File: src/hdl/nic_regs.vh
// Constants for the interrupt priority and pending logic.
// Assumes word-wide register accesses over the private peripheral bus.
`ifndef NIC_REGS_VH
`define NIC_REGS_VH
`define NIC_NUM_IRQ 32
`define NIC_ADDR_W 12
`define NIC_SET_ENA_OFS 12'h0100
`define NIC_CLR_ENA_OFS 12'h0180
`define NIC_SET_PEND_OFS 12'h0200
`define NIC_CLR_PEND_OFS 12'h0280
`define NIC_PRIO_BASE_OFS 12'h0400
`define NIC_PRIO_LAST_OFS 12'h041C
`define NIC_ENA_RESET 32'h0000_0000
`define NIC_PEND_RESET 32'h0000_0000
`define NIC_PRIO_RESET 2'h0
`define NIC_PRIO_HI 7
`define NIC_PRIO_LO 6
`define NIC_PRIO_MASK 8'hC0
`define NIC_NO_IRQ 6'h3F
`endif

File: src/hdl/nic_prio_arb.v
// Priority arbiter: picks the most urgent enabled pending interrupt.
// Assumes priorities and request bits are stable registered inputs.
`timescale 1ns/100ps
`include "nic_regs.vh"
module nic_prio_arb
(
  input wire [`NIC_NUM_IRQ-1:0] cand, // Enabled and pending bits
  input wire [2*`NIC_NUM_IRQ-1:0] prio, // Two stored bits per irq
  output reg found, // Some candidate exists
  output reg [4:0] win_id, // Winning interrupt number
  output reg [1:0] win_prio // Winning stored priority
);
  integer i;
  // Linear scan; lower number wins ties, smaller value wins overall
  always @*
  begin
    found = 1'b0;
    win_id = 5'h00;
    win_prio = 2'h3;
    for (i = 0; i < `NIC_NUM_IRQ; i = i + 1)
    begin
      if (cand[i] && (!found || prio[2*i +: 2] < win_prio))
      begin
        found = 1'b1;
        win_id = i[4:0];
        win_prio = prio[2*i +: 2];
      end
    end
  end
endmodule

File: src/hdl/nic_irq_state.v
// One interrupt's pending and active state machine.
// Assumes entry and return strobes are one-cycle pulses from the core.
`timescale 1ns/100ps
`include "nic_regs.vh"
module nic_irq_state
(
  input wire ref_clk, // System clock
  input wire rst, // Synchronous reset, active high
  input wire ce, // Clock enable
  input wire is_pulse, // High for pulse-type line
  input wire line_in, // Request line
  input wire set_pend, // Software set-pending strobe
  input wire clr_pend, // Software clear-pending strobe
  input wire enter, // Core enters this service routine
  input wire leave, // Core returns from this service routine
  output reg pend_q, // Pending state
  output reg act_q // Active state
);
  reg line_q; // Previous line sample for edge detection
  wire rise; // Low-to-high on the line
  reg pend_d;
  reg act_d;
  assign rise = line_in & ~line_q;
  // Next state; hardware set beats software clear in the same cycle
  always @*
  begin
    pend_d = pend_q;
    act_d = act_q;
    if (clr_pend)
    begin
      if (!is_pulse && line_in)
        pend_d = pend_q;
      else
        pend_d = 1'b0;
    end
    if (enter)
    begin
      pend_d = 1'b0;
      act_d = 1'b1;
    end
    if (leave)
    begin
      act_d = 1'b0;
      // Level line re-pends on return if still high
      if (!is_pulse && line_in)
        pend_d = 1'b1;
    end
    // Pulse edges pend even while active
    if (is_pulse && rise)
      pend_d = 1'b1;
    // Level line pends only while not active
    if (!is_pulse && line_in && !act_d)
      pend_d = 1'b1;
    if (set_pend)
      pend_d = 1'b1;
  end
  // State registers, frozen while clock enable is low
  always @(posedge ref_clk)
  begin
    if (rst)
    begin
      pend_q <= 1'b0;
      act_q <= 1'b0;
      line_q <= 1'b0;
    end
    else if (ce)
    begin
      pend_q <= pend_d;
      act_q <= act_d;
      line_q <= line_in;
    end
  end
endmodule

File: src/hdl/nic_top.v
// Top of the interrupt priority and pending logic: register port,
// per-interrupt state and the forward path to the core.
// Assumes word-aligned full-word accesses and single-cycle strobes.
`timescale 1ns/100ps
`include "nic_regs.vh"
module nic_top
#(
  parameter [`NIC_NUM_IRQ-1:0] PULSE_MASK = 32'h0000_0000 // 1 = pulse
)
(
  input wire ref_clk, // System clock, 20 MHz
  input wire rst, // Synchronous reset, active high
  input wire ce, // Clock enable, freezes all state
  input wire [`NIC_NUM_IRQ-1:0] irq_line, // Peripheral request lines
  input wire reg_sel, // Register access strobe
  input wire reg_wr, // 1 = write, 0 = read
  input wire [`NIC_ADDR_W-1:0] reg_addr, // Byte offset in block
  input wire [31:0] reg_wdata, // Write data
  output reg [31:0] reg_rdata_q, // Read data, one cycle after strobe
  output reg reg_ack_q, // Access done pulse
  input wire core_take, // Core takes the offered interrupt
  input wire core_return, // Core returns from a service routine
  input wire [4:0] core_ret_id, // Number of the routine returning
  output reg irq_req_q, // Interrupt offered to core
  output reg [4:0] irq_id_q, // Number of offered interrupt
  output reg [1:0] irq_prio_q, // Priority of offered interrupt
  output reg [`NIC_NUM_IRQ-1:0] pend_out_q, // Pending state view
  output reg [`NIC_NUM_IRQ-1:0] act_out_q // Active state view
);
  reg [`NIC_NUM_IRQ-1:0] ena_q; // Enable bits
  reg [`NIC_NUM_IRQ-1:0] ena_d;
  reg [2*`NIC_NUM_IRQ-1:0] prio_q; // Two stored bits per interrupt
  reg [2*`NIC_NUM_IRQ-1:0] prio_d;
  wire [`NIC_NUM_IRQ-1:0] pend; // Pending from state machines
  wire [`NIC_NUM_IRQ-1:0] act; // Active from state machines
  wire wr_en; // Qualified write
  wire [`NIC_NUM_IRQ-1:0] wr_set_pend; // Set-pending strobes
  wire [`NIC_NUM_IRQ-1:0] wr_clr_pend; // Clear-pending strobes
  wire [`NIC_NUM_IRQ-1:0] enter_v; // Service entry per irq
  wire [`NIC_NUM_IRQ-1:0] leave_v; // Service return per irq
  wire arb_found; // Arbiter has a winner
  wire [4:0] arb_id; // Arbiter winner
  wire [1:0] arb_prio; // Winner priority
  reg [31:0] rdata_d; // Read mux
  integer k;

  // Priority window decode, used for both read and write
  function prio_hit;
    input [`NIC_ADDR_W-1:0] a;
    begin
      prio_hit = (a >= `NIC_PRIO_BASE_OFS) && (a <= `NIC_PRIO_LAST_OFS)
        && (a[1:0] == 2'b00);
    end
  endfunction

  // Priority register index within the window
  function [2:0] prio_idx;
    input [`NIC_ADDR_W-1:0] a;
    begin
      prio_idx = a[4:2];
    end
  endfunction

  // Lane packing: each byte keeps its top two bits, rest read zero
  function [31:0] prio_word;
    input [2*`NIC_NUM_IRQ-1:0] p;
    input [2:0] idx;
    integer j;
    begin
      prio_word = 32'h0000_0000;
      for (j = 0; j < 4; j = j + 1)
        prio_word[8*j + `NIC_PRIO_LO +: 2] = p[2*(4*idx + j) +: 2];
    end
  endfunction

  // Only whole-word writes are decoded; byte lanes are not split
  assign wr_en = reg_sel & reg_wr & ce;
  assign wr_set_pend = (wr_en && reg_addr == `NIC_SET_PEND_OFS) ?
    reg_wdata : {`NIC_NUM_IRQ{1'b0}};
  assign wr_clr_pend = (wr_en && reg_addr == `NIC_CLR_PEND_OFS) ?
    reg_wdata : {`NIC_NUM_IRQ{1'b0}};

  // Entry goes to the offered interrupt only when the core takes it
  genvar g;
  generate
    for (g = 0; g < `NIC_NUM_IRQ; g = g + 1)
    begin : g_irq
      assign enter_v[g] = core_take & irq_req_q & (irq_id_q == g);
      assign leave_v[g] = core_return & (core_ret_id == g);
      nic_irq_state u_state
      (
        .ref_clk(ref_clk),
        .rst(rst),
        .ce(ce),
        .is_pulse(PULSE_MASK[g]),
        .line_in(irq_line[g]),
        .set_pend(wr_set_pend[g]),
        .clr_pend(wr_clr_pend[g]),
        .enter(enter_v[g]),
        .leave(leave_v[g]),
        .pend_q(pend[g]),
        .act_q(act[g])
      );
    end
  endgenerate

  // Candidates must be enabled and pending and not already active
  nic_prio_arb u_arb
  (
    .cand(pend & ena_q & ~act),
    .prio(prio_q),
    .found(arb_found),
    .win_id(arb_id),
    .win_prio(arb_prio)
  );

  // Enable and priority write decode
  always @*
  begin
    // Loop index is given a value on every path, so no latch is inferred
    k = 0;
    ena_d = ena_q;
    prio_d = prio_q;
    if (wr_en && reg_addr == `NIC_SET_ENA_OFS)
      ena_d = ena_q | reg_wdata;
    if (wr_en && reg_addr == `NIC_CLR_ENA_OFS)
      ena_d = ena_q & ~reg_wdata;
    if (wr_en && prio_hit(reg_addr))
    begin
      for (k = 0; k < 4; k = k + 1)
        // Low six bits of each byte are dropped, so 255 stores 192
        prio_d[2*(4*prio_idx(reg_addr) + k) +: 2] =
          reg_wdata[8*k + `NIC_PRIO_LO +: 2];
    end
  end

  // Read mux; unmapped offsets read as zero
  always @*
  begin
    rdata_d = 32'h0000_0000;
    if (reg_addr == `NIC_SET_ENA_OFS || reg_addr == `NIC_CLR_ENA_OFS)
      rdata_d = ena_q;
    else if (reg_addr == `NIC_SET_PEND_OFS ||
             reg_addr == `NIC_CLR_PEND_OFS)
      rdata_d = pend;
    else if (prio_hit(reg_addr))
      rdata_d = prio_word(prio_q, prio_idx(reg_addr));
  end

  // Register state and registered outputs
  always @(posedge ref_clk)
  begin
    if (rst)
    begin
      ena_q <= `NIC_ENA_RESET;
      prio_q <= {2*`NIC_NUM_IRQ{1'b0}};
      reg_rdata_q <= 32'h0000_0000;
      reg_ack_q <= 1'b0;
      irq_req_q <= 1'b0;
      irq_id_q <= 5'h00;
      irq_prio_q <= 2'h0;
      pend_out_q <= `NIC_PEND_RESET;
      act_out_q <= 32'h0000_0000;
    end
    else if (ce)
    begin
      ena_q <= ena_d;
      prio_q <= prio_d;
      reg_ack_q <= reg_sel;
      if (reg_sel && !reg_wr)
        reg_rdata_q <= rdata_d;
      // Offer withdrawn the cycle after a take so it is not taken twice
      irq_req_q <= arb_found & ~(core_take & irq_req_q);
      irq_id_q <= arb_id;
      irq_prio_q <= arb_prio;
      pend_out_q <= pend;
      act_out_q <= act;
    end
  end
endmodule

File: config.mk
export PLATFORM = sky130hd
export DESIGN_NAME = nic_top
export DESIGN_NICKNAME = d
export VERILOG_FILES = /design/src/hdl/nic_prio_arb.v /design/src/hdl/nic_irq_state.v /design/src/hdl/nic_top.v
export VERILOG_INCLUDE_DIRS = /design/src /design/src/hdl
export SDC_FILE = /design/constraint.sdc
export NUM_CORES = 1
export LEC_CHECK = 0
export ABC_AREA = 1
export BUFFER_PORTS_ARGS = -buffer_cell sky130_fd_sc_hd__buf_2
export CAP_MARGIN = 25
export CORE_MARGIN = 4
export CORE_UTILIZATION = 55
export DETAILED_ROUTE_END_ITERATION = 10
export PLACE_DENSITY = 0.81
export SLEW_MARGIN = 20
export SYNTH_ARGS = -nofsm -noshare
export SYNTH_HDL_FRONTEND = slang
export SYNTH_SLANG_ARGS = --single-unit
File: constraint.sdc
create_clock -name ref_clk -period 15.63 [get_ports ref_clk]
set_input_delay 0.7815 -clock ref_clk [delete_from_list [all_inputs] [get_ports ref_clk]]
set_output_delay 0.7815 -clock ref_clk [all_outputs]
set_load 0.05 [all_outputs]
# After elaboration in Yosys (flattened, before gate mapping)
# Index checks and enable logic that the tools add are counted.
totals:
  latch_bits: 0
  input_bits: 88
  ram_bits: 0
  mem_count: 0
  output_inout_bits: 105
  reg_bits: 265
  rom_bits: 0
op_classes:
  div_mod_pow: 0
  n_mux: 394
  mul: 0
  reduce_logical: 175
  eq_ne: 66
  n_bitwise: 75
  add_sub_neg: 7
  order_cmp: 33
  n_shift: 12
ops:
  columns: ["operator", "count"]
  rows:
  - ["$mux 1", 321]
  - ["$bwmux 64", 4]
  - ["$shift 2x34->64 const A", 4]
  - ["$shiftx 2x34->64", 4]
  - ["$mux 32", 7]
  - ["$shiftx 64x8->2", 3]
  - ["$eq 5x5->1 const B", 32]
  - ["$neg 32->34", 3]
  - ["$and 32x32->32", 3]
  - ["$eq 5x4->1 const B", 16]
  - ["$mux 5", 16]
  - ["$logic_and 1x1->1", 71]
  - ["$and 1x1->1", 68]
  - ["$mux 2", 34]
  - ["$logic_not 1->1", 64]
  - ["$not 32->32", 2]
  - ["$shiftx 64x7->2", 1]
  - ["$lt 2x2->1", 31]
  - ["$eq 5x3->1 const B", 8]
  - ["$neg 6->34", 1]
  - ["$logic_or 1x1->1", 33]
  - ["$mux 4", 8]
  - ["$or 32x32->32", 1]
  - ["$eq 12x10->1 const B", 2]
  - ["other kinds (13)", 25]

# Logic depth before layout (Yosys ltp)
# Gate-level depths: netlist of run 1.
logic_depth:
  depth_word: 128
  ltp_mapped: 190
  ltp_nobuf: 190

# Hierarchy
# A second synthesis of run 1 with hierarchy kept.
unflattened:
  cells_unflattened: 3118
  area_unflattened_um2: 18337.6
by_module_without_submodules:
  columns: ["module", "seq_area_each_um2", "area_per_inst_um2", "cells_each", "instances"]
  rows:
  - ["nic_top", 4023.9, 10536.4, 1694, 1]
  - ["nic_irq_state", 60.1, 158.9, 25, 32]
  - ["nic_prio_arb", 0.0, 2716.4, 624, 1]

# Least setup slack after synthesis of run 1
# No wires, ideal clock.
synth_timing:
  kind: "reg-to-reg"
  startpoint: "register (tool-made name)"
  endpoint: "register irq_prio_q[0]"
  required_ns: 15.562
  synth_period_minus_slack_ns: 14.126
  arrival_time_ns: 14.058
  path_buffers: 0
  path_slack_ns: 1.504
  stages_incl_launch_ff: 187
  setup_time_ns: 0.068
  cell_sequence: "dfxtp_1 > nand2_1 > nor2_2 > nand3_1 > nand3_1 > nand2_1 > nand2_2 > nand3_2 > nand2_2 > nand2_2 > nand2_1 > nand2_1 > nor2_1 > nand2_1 > nand2_2 > nand2_2 > nand2_1 > nand2_1 > (+151 left out) > nand2_1 > nand2_2 > nand2_2 > o21ai_1 > ha_1 > nand2_1 > nand2_1 > nand2_2 > nand2_2 > o21ai_1 > ha_1 > nand2_1 > nand2_1 > nand2_2 > nand2_4 > nand2_2 > nand3_2 > a21oi_2"
synth_lines:
  columns: ["element", "line", "text"]
  rows:
  - ["to (signal assigned)", "nic_top.v:175", "irq_prio_q <= arb_prio;"]
  - ["to (decl)", "nic_top.v:26", "output reg [1:0] irq_prio_q,"]

# Worst setup path in the final report of run 1
layout_timing:
  startpoint: "register g_irq[0].u_state.pend_q"
  endpoint: "register irq_prio_q[1]"
layout_between:
  elab_chain_cells: 127
  word_cells_on_any_way: 189
  cone_classes: "order compare (31); mux (63); bitwise (2); reduce/logical (93)"
layout_rtl:
  columns: ["element", "line", "text"]
  rows:
  - ["from (decl)", "nic_irq_state.v:16", "output reg pend_q,"]
  - ["from (signal assigned)", "nic_irq_state.v:68", "pend_q <= pend_d;"]
  - ["$and 32x32->32 (*) (2 in series)", "nic_top.v:110", ".cand(pend & ena_q & ~act),"]
  - ["$mux 2 or $mux 1 (tied branches)", "nic_prio_arb.v:22", "if (cand[i] && (!found || prio[2*i +: 2] < win_prio))"]
  - ["$lt 2x2->1 or $logic_not 1->1 (tied branches)", "nic_prio_arb.v:22", null]
  - ["$logic_or 1x1->1", "nic_prio_arb.v:22", null]
  - ["$logic_and 1x1->1", "nic_prio_arb.v:22", null]
  - ["$mux 2 or $mux 1 (tied branches)", "nic_prio_arb.v:22", null]
  - ["$lt 2x2->1 or $logic_not 1->1 (tied branches)", "nic_prio_arb.v:22", null]
  - ["$logic_or 1x1->1", "nic_prio_arb.v:22", null]
  - ["(+110 left out)", null, null]
  - ["$lt 2x2->1 or $logic_not 1->1 (tied branches)", "nic_prio_arb.v:22", null]
  - ["$logic_or 1x1->1", "nic_prio_arb.v:22", null]
  - ["$logic_and 1x1->1", "nic_prio_arb.v:22", null]
  - ["$mux 2 or $mux 1 (tied branches)", "nic_prio_arb.v:22", null]
  - ["$lt 2x2->1 or $logic_not 1->1 (tied branches)", "nic_prio_arb.v:22", null]
  - ["$logic_or 1x1->1", "nic_prio_arb.v:22", null]
  - ["$logic_and 1x1->1", "nic_prio_arb.v:22", null]
  - ["$mux 2 (*)", "nic_prio_arb.v:22", null]
# Every way passes the cells marked *; elsewhere a longest branch is shown, timed or not.
# A chain may end at the register's enable or synchronous reset.

==> out/metrics.cfg, run 1 <==
[run_status]
status=finished with violations
violations=negative setup slack

[logic_synthesis]
synthCells=2331
syn_avg_cell_area_um2=6.48
ys_ff_latch=265
yosysWarnings=0
synth_top_cell_by_area=dfxtp_1
synth-simple-area-share_pct=27.8
async_flop_share_pct=0
synth_xor_area_share_pct=0
synth_cell_type_count=44
syn_area_um2=15100
synth_top_family_by_area=simple AND/OR/NAND/NOR gates
yosysSeqAreaShare_pct=35.1
synth_compound_area_share_pct=24.7
synth.mux.area_fraction_pct=0
synth_nets=2428
synth_area_leaders=dfxtp_1 35%, nand2_1 9.7%, inv_1 8.4%
synthAdderAreaFrac_pct=0.745
ys.flop_type=dfxtp_1
synth_edf_count=0
netlist.area_leader.share_pct=35.1

[die]
die_h_um=174
row_count=60
dieArea_um2=30200
die_w_um=174
io_pins=193
placeableCoreArea_um2=27000
initial_utilization_pct=55.9

[setup_path]
max_stage_delay_ns=0.35
worstSetupPathType=flip-flop to flip-flop
worstSetupStartpointType=flip-flop
cp.required_ns=16.15
cpMostUsedCell=nand2_2
cp-end-kind=flip-flop
critPathArrivalTime_ns=17.34
crit_slowest_cell=dfxtp_2
path_max_fanout=7

[layout]
syn2layout_area_growth_pct=22.2
final_common_cell=inv_1
layout_common_cells=336 x inv_1, 326 x nand2_1, 260 x dfxtp_1, 248 x nor2_1, 226 x o21ai_0
fill_cells=2323
multi_input_area_um2=8590
nNetsFinal=2652
fin_area_um2=18500
area.sequential_um2=5310
drive_gt1_share_pct=21.5

[sta]
setup-violations-final=7
hold_violations=0
max_freq_mhz=59.5
fin_ws_ns=-1.19
finalCritPeriodShare_pct=108
period_needed_ns=16.82
rsz0062_at_grt=yes
report.final.slew_viol_count=0
slew_headroom_pct=28.8
timing.clock.skew_ns=0.0163
worst_pin_slew_ns=1.07

[clock_tree]
htreeDepth=1
clk_latency_ns=0.59
cts_tree=built
cts_inserted_buffers=29
clockBufferDepth=3
clockRootBuffer=clkbuf_16
clk_pin_slew_ns=0.07
clock_sinks=265

[grt]
grt_max_degree=116
grt_antenna_before_repair=2
grt_pass1_wl_mm=87.0
grt_overflow=0
grt_pass1_vias=16300
grt_usage_pct=35.3

[hold_path]
hp-class=input port to flip-flop

[power_and_ir_drop]
pwr-share-clk_pct=44.2
p_comb_share_pct=12.7
p_sw_share_pct=29.0
p_switching_uw=484
seqPwrFrac_pct=43.1
p_int_uw=1190
powerDensity_nw_per_um2=90.4
total_power_uw=1670
leakage_uw=0.00854
peakVddDrop_mv=0.0848

[route]
vias=17700
drc_errors=0
ant_nets=0
viasPerCell=6.07
wl_mm=57.8
drt-pass1-iter-count=6
first_iter_violations=2196
wl_per_cell_um=19.8

[place]
pre_cts_ws_ns=-0.703
io_buffer_count=192
hpwl_mm=41.0
postPlaceCellArea_um2=16200
gp_congestion=1.03

[run]
maxCapViolations=0

[critical path, delay by kind of cell (launching register included)]
kind / cells / cell delay [ns]
AND/OR/NAND/NOR: 174 / 14.42
adder cells (fa/ha/maj): 3 / 0.74
AO/OA/AOI/OAI: 4 / 0.64
buffers and inverters: 4 / 0.54
flip-flops: 1 / 0.35
[synthesized netlist by cell type, drive strengths merged, types with 9 or more instances]
library cell,count
a221oi,12
a31oi,21
a211oi,65
buf,9
dfxtp,265
inv,346
o221ai,29
o211ai,33
nand2,452
clkbuf,94
ha,9
nand3,181
nor2,266
nor3,40
o21ai,229
a21oi,228
o22ai,16
[cell type report]
cell class | count | share of cell area (%)
flip-flops and latches | 265 | 28.8
repair buffers | 297 | 9.58
well taps | 341 | 2.31
diodes | 3 | 0.0407
clock buffers | 40 | 4.59
clock inverters | 14 | 0.962
inverters | 352 | 7.20
multi-input cells | 1610 | 46.5
[path summary, 6_finish.rpt]
| path | from | to | slack [ns] | cells after the start |
|---|---|---|---|---|
| worst max-delay path | g_irq[0].u_state.pend_q$_SDFFE_PP0P_ | irq_prio_q[1]$_SDFFE_PP0P_ | -1.19 | 185 |
| worst min-delay path | reg_wdata[24] | flip-flop | 0.43 | 2 |
| worst max register to register | g_irq[0].u_state.pend_q$_SDFFE_PP0P_ | irq_prio_q[1]$_SDFFE_PP0P_ | -1.19 | 185 |
| worst min register to register | reg_rdata_q[31]$_SDFFE_PP0P_ | reg_rdata_q[31]$_SDFFE_PP0P_ | 0.46 | 2 |
[repair_timing]
item	CTS	global route
pin swaps	55	101
hold buffers	0	0
endpoints found under the setup margin	7	7
resized for setup	37	109
setup buffers	41	49
[through the flow]
step	TNS (ns)	cells	hold WS, ns	utilization, %
after global routing	-17.19	2919	0.427	68.3
after detailed placement	-4.50	2775	0.456	60.0
final	-7.92	2922	0.425	68.3
after floorplan	0	2331	0.450	-
after CTS	-0.779	2870	0.408	65.4
after global placement	0	2775	0.449	60.0
[power by group through the flow]
stage	clock [uW]	combinational, uW	sequential (uW)
after CTS	738	207	720
final	737	212	720
after floorplan	0	91.2	781
after detailed placement	0	205	734
after global placement	0	202	733
after global routing	766	226	722
[layer usage]
layer	global-route usage [%]	part of all wire, %
met1	44.1	38
met2	56.4	44
met3	7.61	11
met4	20.2	6.9
met5	0	0
[cells by family (layout without fill, tap and decap cells)]
| logic type | Yosys count | after routing |
|---|---|---|
| and+or+nand+nor | 956 | 956 |
| AOI/OAI and AO/OA | 645 | 645 |
| buffers and inverters | 456 | 703 |
| DFF | 265 | 265 |
| adders and majority gates | 9 | 9 |
| other | 0 | 3 |
Power figures use the tool's default switching activity.
==> run 2, diff against run 1 <==
PLACE_DENSITY = 0.8   (was 0.81)
SYNTH_HIERARCHICAL = 1   (was default)
==> run 2 against run 1 <==
  * The run still ends with negative setup slack left
  * First-iteration DRC count is 5.1% lower
  * Routed wire length is 17% higher
  * Via count is 21% higher
  * Critical path type unchanged
  * Largest power group unchanged
  * Highest routed layer is now met5
==> out/metrics.cfg, run 2 <==
[setup_path]
endpoint=irq_id_q[3]$_SDFFE_PP0P_
path_max_fanout=7  ; unchanged
cpMostUsedCell=nand2_2
r2r_setup_slack_ns=-1.22  ; -0.03 ns
crit_start=g_irq[0].u_state/act_q$_SDFFE_PP0P_
reg2reg_depth=186  ; +0.54%
max_stage_delay_ns=0.36  ; about the same
worstSetupPathType=flip-flop to flip-flop
cp.required_ns=16.02  ; -0.13 ns
critPathArrivalTime_ns=17.23  ; -0.11 ns
r2r-start=g_irq[0].u_state/act_q$_SDFFE_PP0P_
cp-end-kind=flip-flop
worstSetupStartpointType=flip-flop
rr_endpoint=irq_id_q[3]$_SDFFE_PP0P_
crit_slowest_cell=dfxtp_1

[route]
wl_mm=67.5  ; +17%
wl_per_cell_um=17.3  ; -13%
viasPerCell=5.49  ; -9.6%
first_iter_violations=2083  ; -5.1%
drc_errors=0  ; unchanged
drt-pass1-iter-count=8  ; +2
ant_nets=0  ; unchanged
vias=21400  ; +21%

[sta]
max_freq_mhz=59.4  ; -0.19%
slew_headroom_pct=9.28  ; -19 points
timing.clock.skew_ns=0.0115  ; -0.00485 ns
fin_ws_ns=-1.22  ; -0.0322 ns
finalCritPeriodShare_pct=108  ; +0.21 points
report.final.slew_viol_count=0  ; unchanged
period_needed_ns=16.85  ; +0.0322 ns
worst_pin_slew_ns=1.35  ; +0.282 ns
hold_violations=0  ; unchanged
setup-violations-final=7  ; unchanged
rsz0062_at_grt=yes

[logic_synthesis]
ys_ff_latch=297  ; +12%
synth.mux.area_fraction_pct=0  ; unchanged
synth_compound_area_share_pct=13.2  ; -12 points
async_flop_share_pct=0  ; unchanged
synthAdderAreaFrac_pct=0.546  ; -0.20 points
yosysSeqAreaShare_pct=32.4  ; -2.7 points
synthCells=3118  ; +34%
syn_avg_cell_area_um2=5.88  ; -9.3%
synth_cell_type_count=39  ; -11%
synth_edf_count=0  ; unchanged
syn_area_um2=18300  ; +21%
synth_commonest_cells=846 x nand2_1, 518 x nor2_1, 436 x inv_1
ys.flop_type=dfxtp_1
synth_top_family_by_area=simple AND/OR/NAND/NOR gates
yosys.cell_count.top_type=nand2_1
synth_area_leaders=dfxtp_1 32%, nand2_1 17%, nor2_1 11%
netlist.area_leader.share_pct=32.4  ; -2.7 points
synth_xor_area_share_pct=0  ; unchanged
yosysWarnings=6  ; +6
synth-simple-area-share_pct=40.2  ; +12 points
synth_top_cell_by_area=dfxtp_1

[layout]
area.sequential_um2=5950  ; +12%
layout_common_cells=734 x nand2_1, 506 x nor2_1, 429 x inv_1, 292 x dfxtp_1, 190 x buf_2
fin_cells=3901  ; +34%
fill_cells=2940  ; +27%
nNetsFinal=3528  ; +33%
drive_gt1_share_pct=21.1  ; -0.42 points
multi_input_area_um2=10900  ; +27%
fin_area_um2=22300  ; +21%
syn2layout_area_growth_pct=21.8
final_common_cell=nand2_1

[place]
hpwl_mm=46.1  ; +12%
io_buffer_count=192  ; unchanged
gp_congestion=0.990  ; -3.9%
dp.cells=3760  ; +35%
postPlaceCellArea_um2=19900  ; +23%

[clock_tree]
cts_inserted_buffers=35  ; +21%
clockRootBuffer=clkbuf_16
htreeDepth=2  ; +1
clk_pin_slew_ns=0.06  ; about the same
clk_latency_ns=0.53  ; -0.06 ns
cts_tree=built
clockBufferDepth=3  ; unchanged
clock_sinks=297  ; +12%

[die]
dieArea_um2=36300  ; +20%
initial_utilization_pct=56.1  ; +0.16 points
io_pins=193  ; unchanged
die_w_um=191  ; +9.7%
placeableCoreArea_um2=32700  ; +21%
row_count=66  ; +10%
die_h_um=191  ; +9.7%

[grt]
grt_antenna_before_repair=5  ; +3
grt_overflow=0  ; unchanged
grt_usage_pct=34.9  ; -0.34 points
grt_pass1_wl_mm=102  ; +18%
grt_max_degree=178  ; +53%
grt_pass1_vias=19900  ; +22%

[run_status]
violations=negative setup slack
status=finished with violations

[power_and_ir_drop]
leakage_uw=0.0109  ; +28%
powerDensity_nw_per_um2=86.5  ; -4.4%
peakVddDrop_mv=0.116  ; +37%

[hold_path]
hp-class=flip-flop to flip-flop

[run]
maxCapViolations=0  ; unchanged

-- run 2: how the worst min path moves through the flow --
stage | slack, ns | end | cells past startpoint | from
3_5_place_dp | 0.45 | reg_ack_q$_SDFFE_PP0P_ | 2 | reg_ack_q$_SDFFE_PP0P_
5_1_grt | 0.48 | reg_ack_q$_SDFFE_PP0P_ | 2 | reg_ack_q$_SDFFE_PP0P_
3_3_place_gp | 0.45 | reg_ack_q$_SDFFE_PP0P_ | 2 | reg_ack_q$_SDFFE_PP0P_
4_1_cts | 0.46 | reg_ack_q$_SDFFE_PP0P_ | 2 | reg_ack_q$_SDFFE_PP0P_
2_1_floorplan | 0.45 | prio_q[4]$_SDFFE_PP0P_ | 2 | prio_q[4]$_SDFFE_PP0P_
6_report | 0.47 | reg_ack_q$_SDFFE_PP0P_ | 2 | reg_ack_q$_SDFFE_PP0P_
-- run 2: per-stage QoR --
step / setup TNS [ns] / total power, uW / setup slack (ns) / hold slack [ns] / utilization (%)
3_3_place_gp: 0 / 1070 / 0.429 / 0.448 / 60.7
2_1_floorplan: 0 / 990 / 1.97 / 0.447 / -
3_5_place_dp: -3.29 / 1070 / -0.555 / 0.455 / 60.8
4_1_cts: 0 / 1930 / 0.00162 / 0.464 / 65.8
5_1_grt: -17.19 / 1990 / -2.48 / 0.484 / 68.3
6_report: -8.32 / 1930 / -1.22 / 0.465 / 68.3
-- run 2: critical path, delay by kind of cell, from the launching register on --
| family | cells | cell delay, ns |
|---|---|---|
| buffers and inverters | 5 | 0.45 |
| DFF | 1 | 0.36 |
| AOI/OAI and AO/OA | 4 | 0.37 |
| adders and majority gates | 2 | 0.56 |
| and+or+nand+nor | 175 | 14.90 |
-- run 2: power by group --
part | leakage, uW | switching (uW) | total [uW] | internal [uW]
Combinational | 0.00791 | 187 | 251 | 63.5
Sequential | 0.00243 | 24.5 | 814 | 789
Clock | 0.000590 | 354 | 867 | 513
-- run 2: what timing repair did --
item,CTS,global route
pin swaps,42,78
hold buffers,0,0
setup endpoints to repair,7,7
resized for setup,55,157
buffers inserted,35,41
-- run 2: kinds of logic (layout without fill, tap and decap cells) --
kind of cell | after synthesis | count (layout)
other cells | 1 | 97
buf+inv | 642 | 887
fa+ha+maj | 8 | 8
flops | 297 | 297
compound gates | 415 | 415
simple gates | 1755 | 1755
-- run 2: final cells by class --
| cell class | count | share of cell area [%] |
|---|---|---|
| Multi-Input combinational cell | 2274 | 48.9 |
| Clock inverter | 16 | 0.981 |
| Tap cell | 442 | 2.48 |
| Sequential cell | 297 | 26.7 |
| Inverter | 542 | 9.12 |
| Antenna cell | 1 | 0.0112 |
| Timing Repair Buffer | 282 | 7.45 |
| Clock buffer | 47 | 4.39 |
-- run 2: per-layer routing --
| metal | share of wire (%) | GRT usage, % |
|---|---|---|
| met3 | 9.2 | 6.33 |
| met4 | 5.2 | 16.6 |
| met1 | 39 | 44.1 |
| met5 | 0.087 | 0 |
| met2 | 46 | 57.9 |
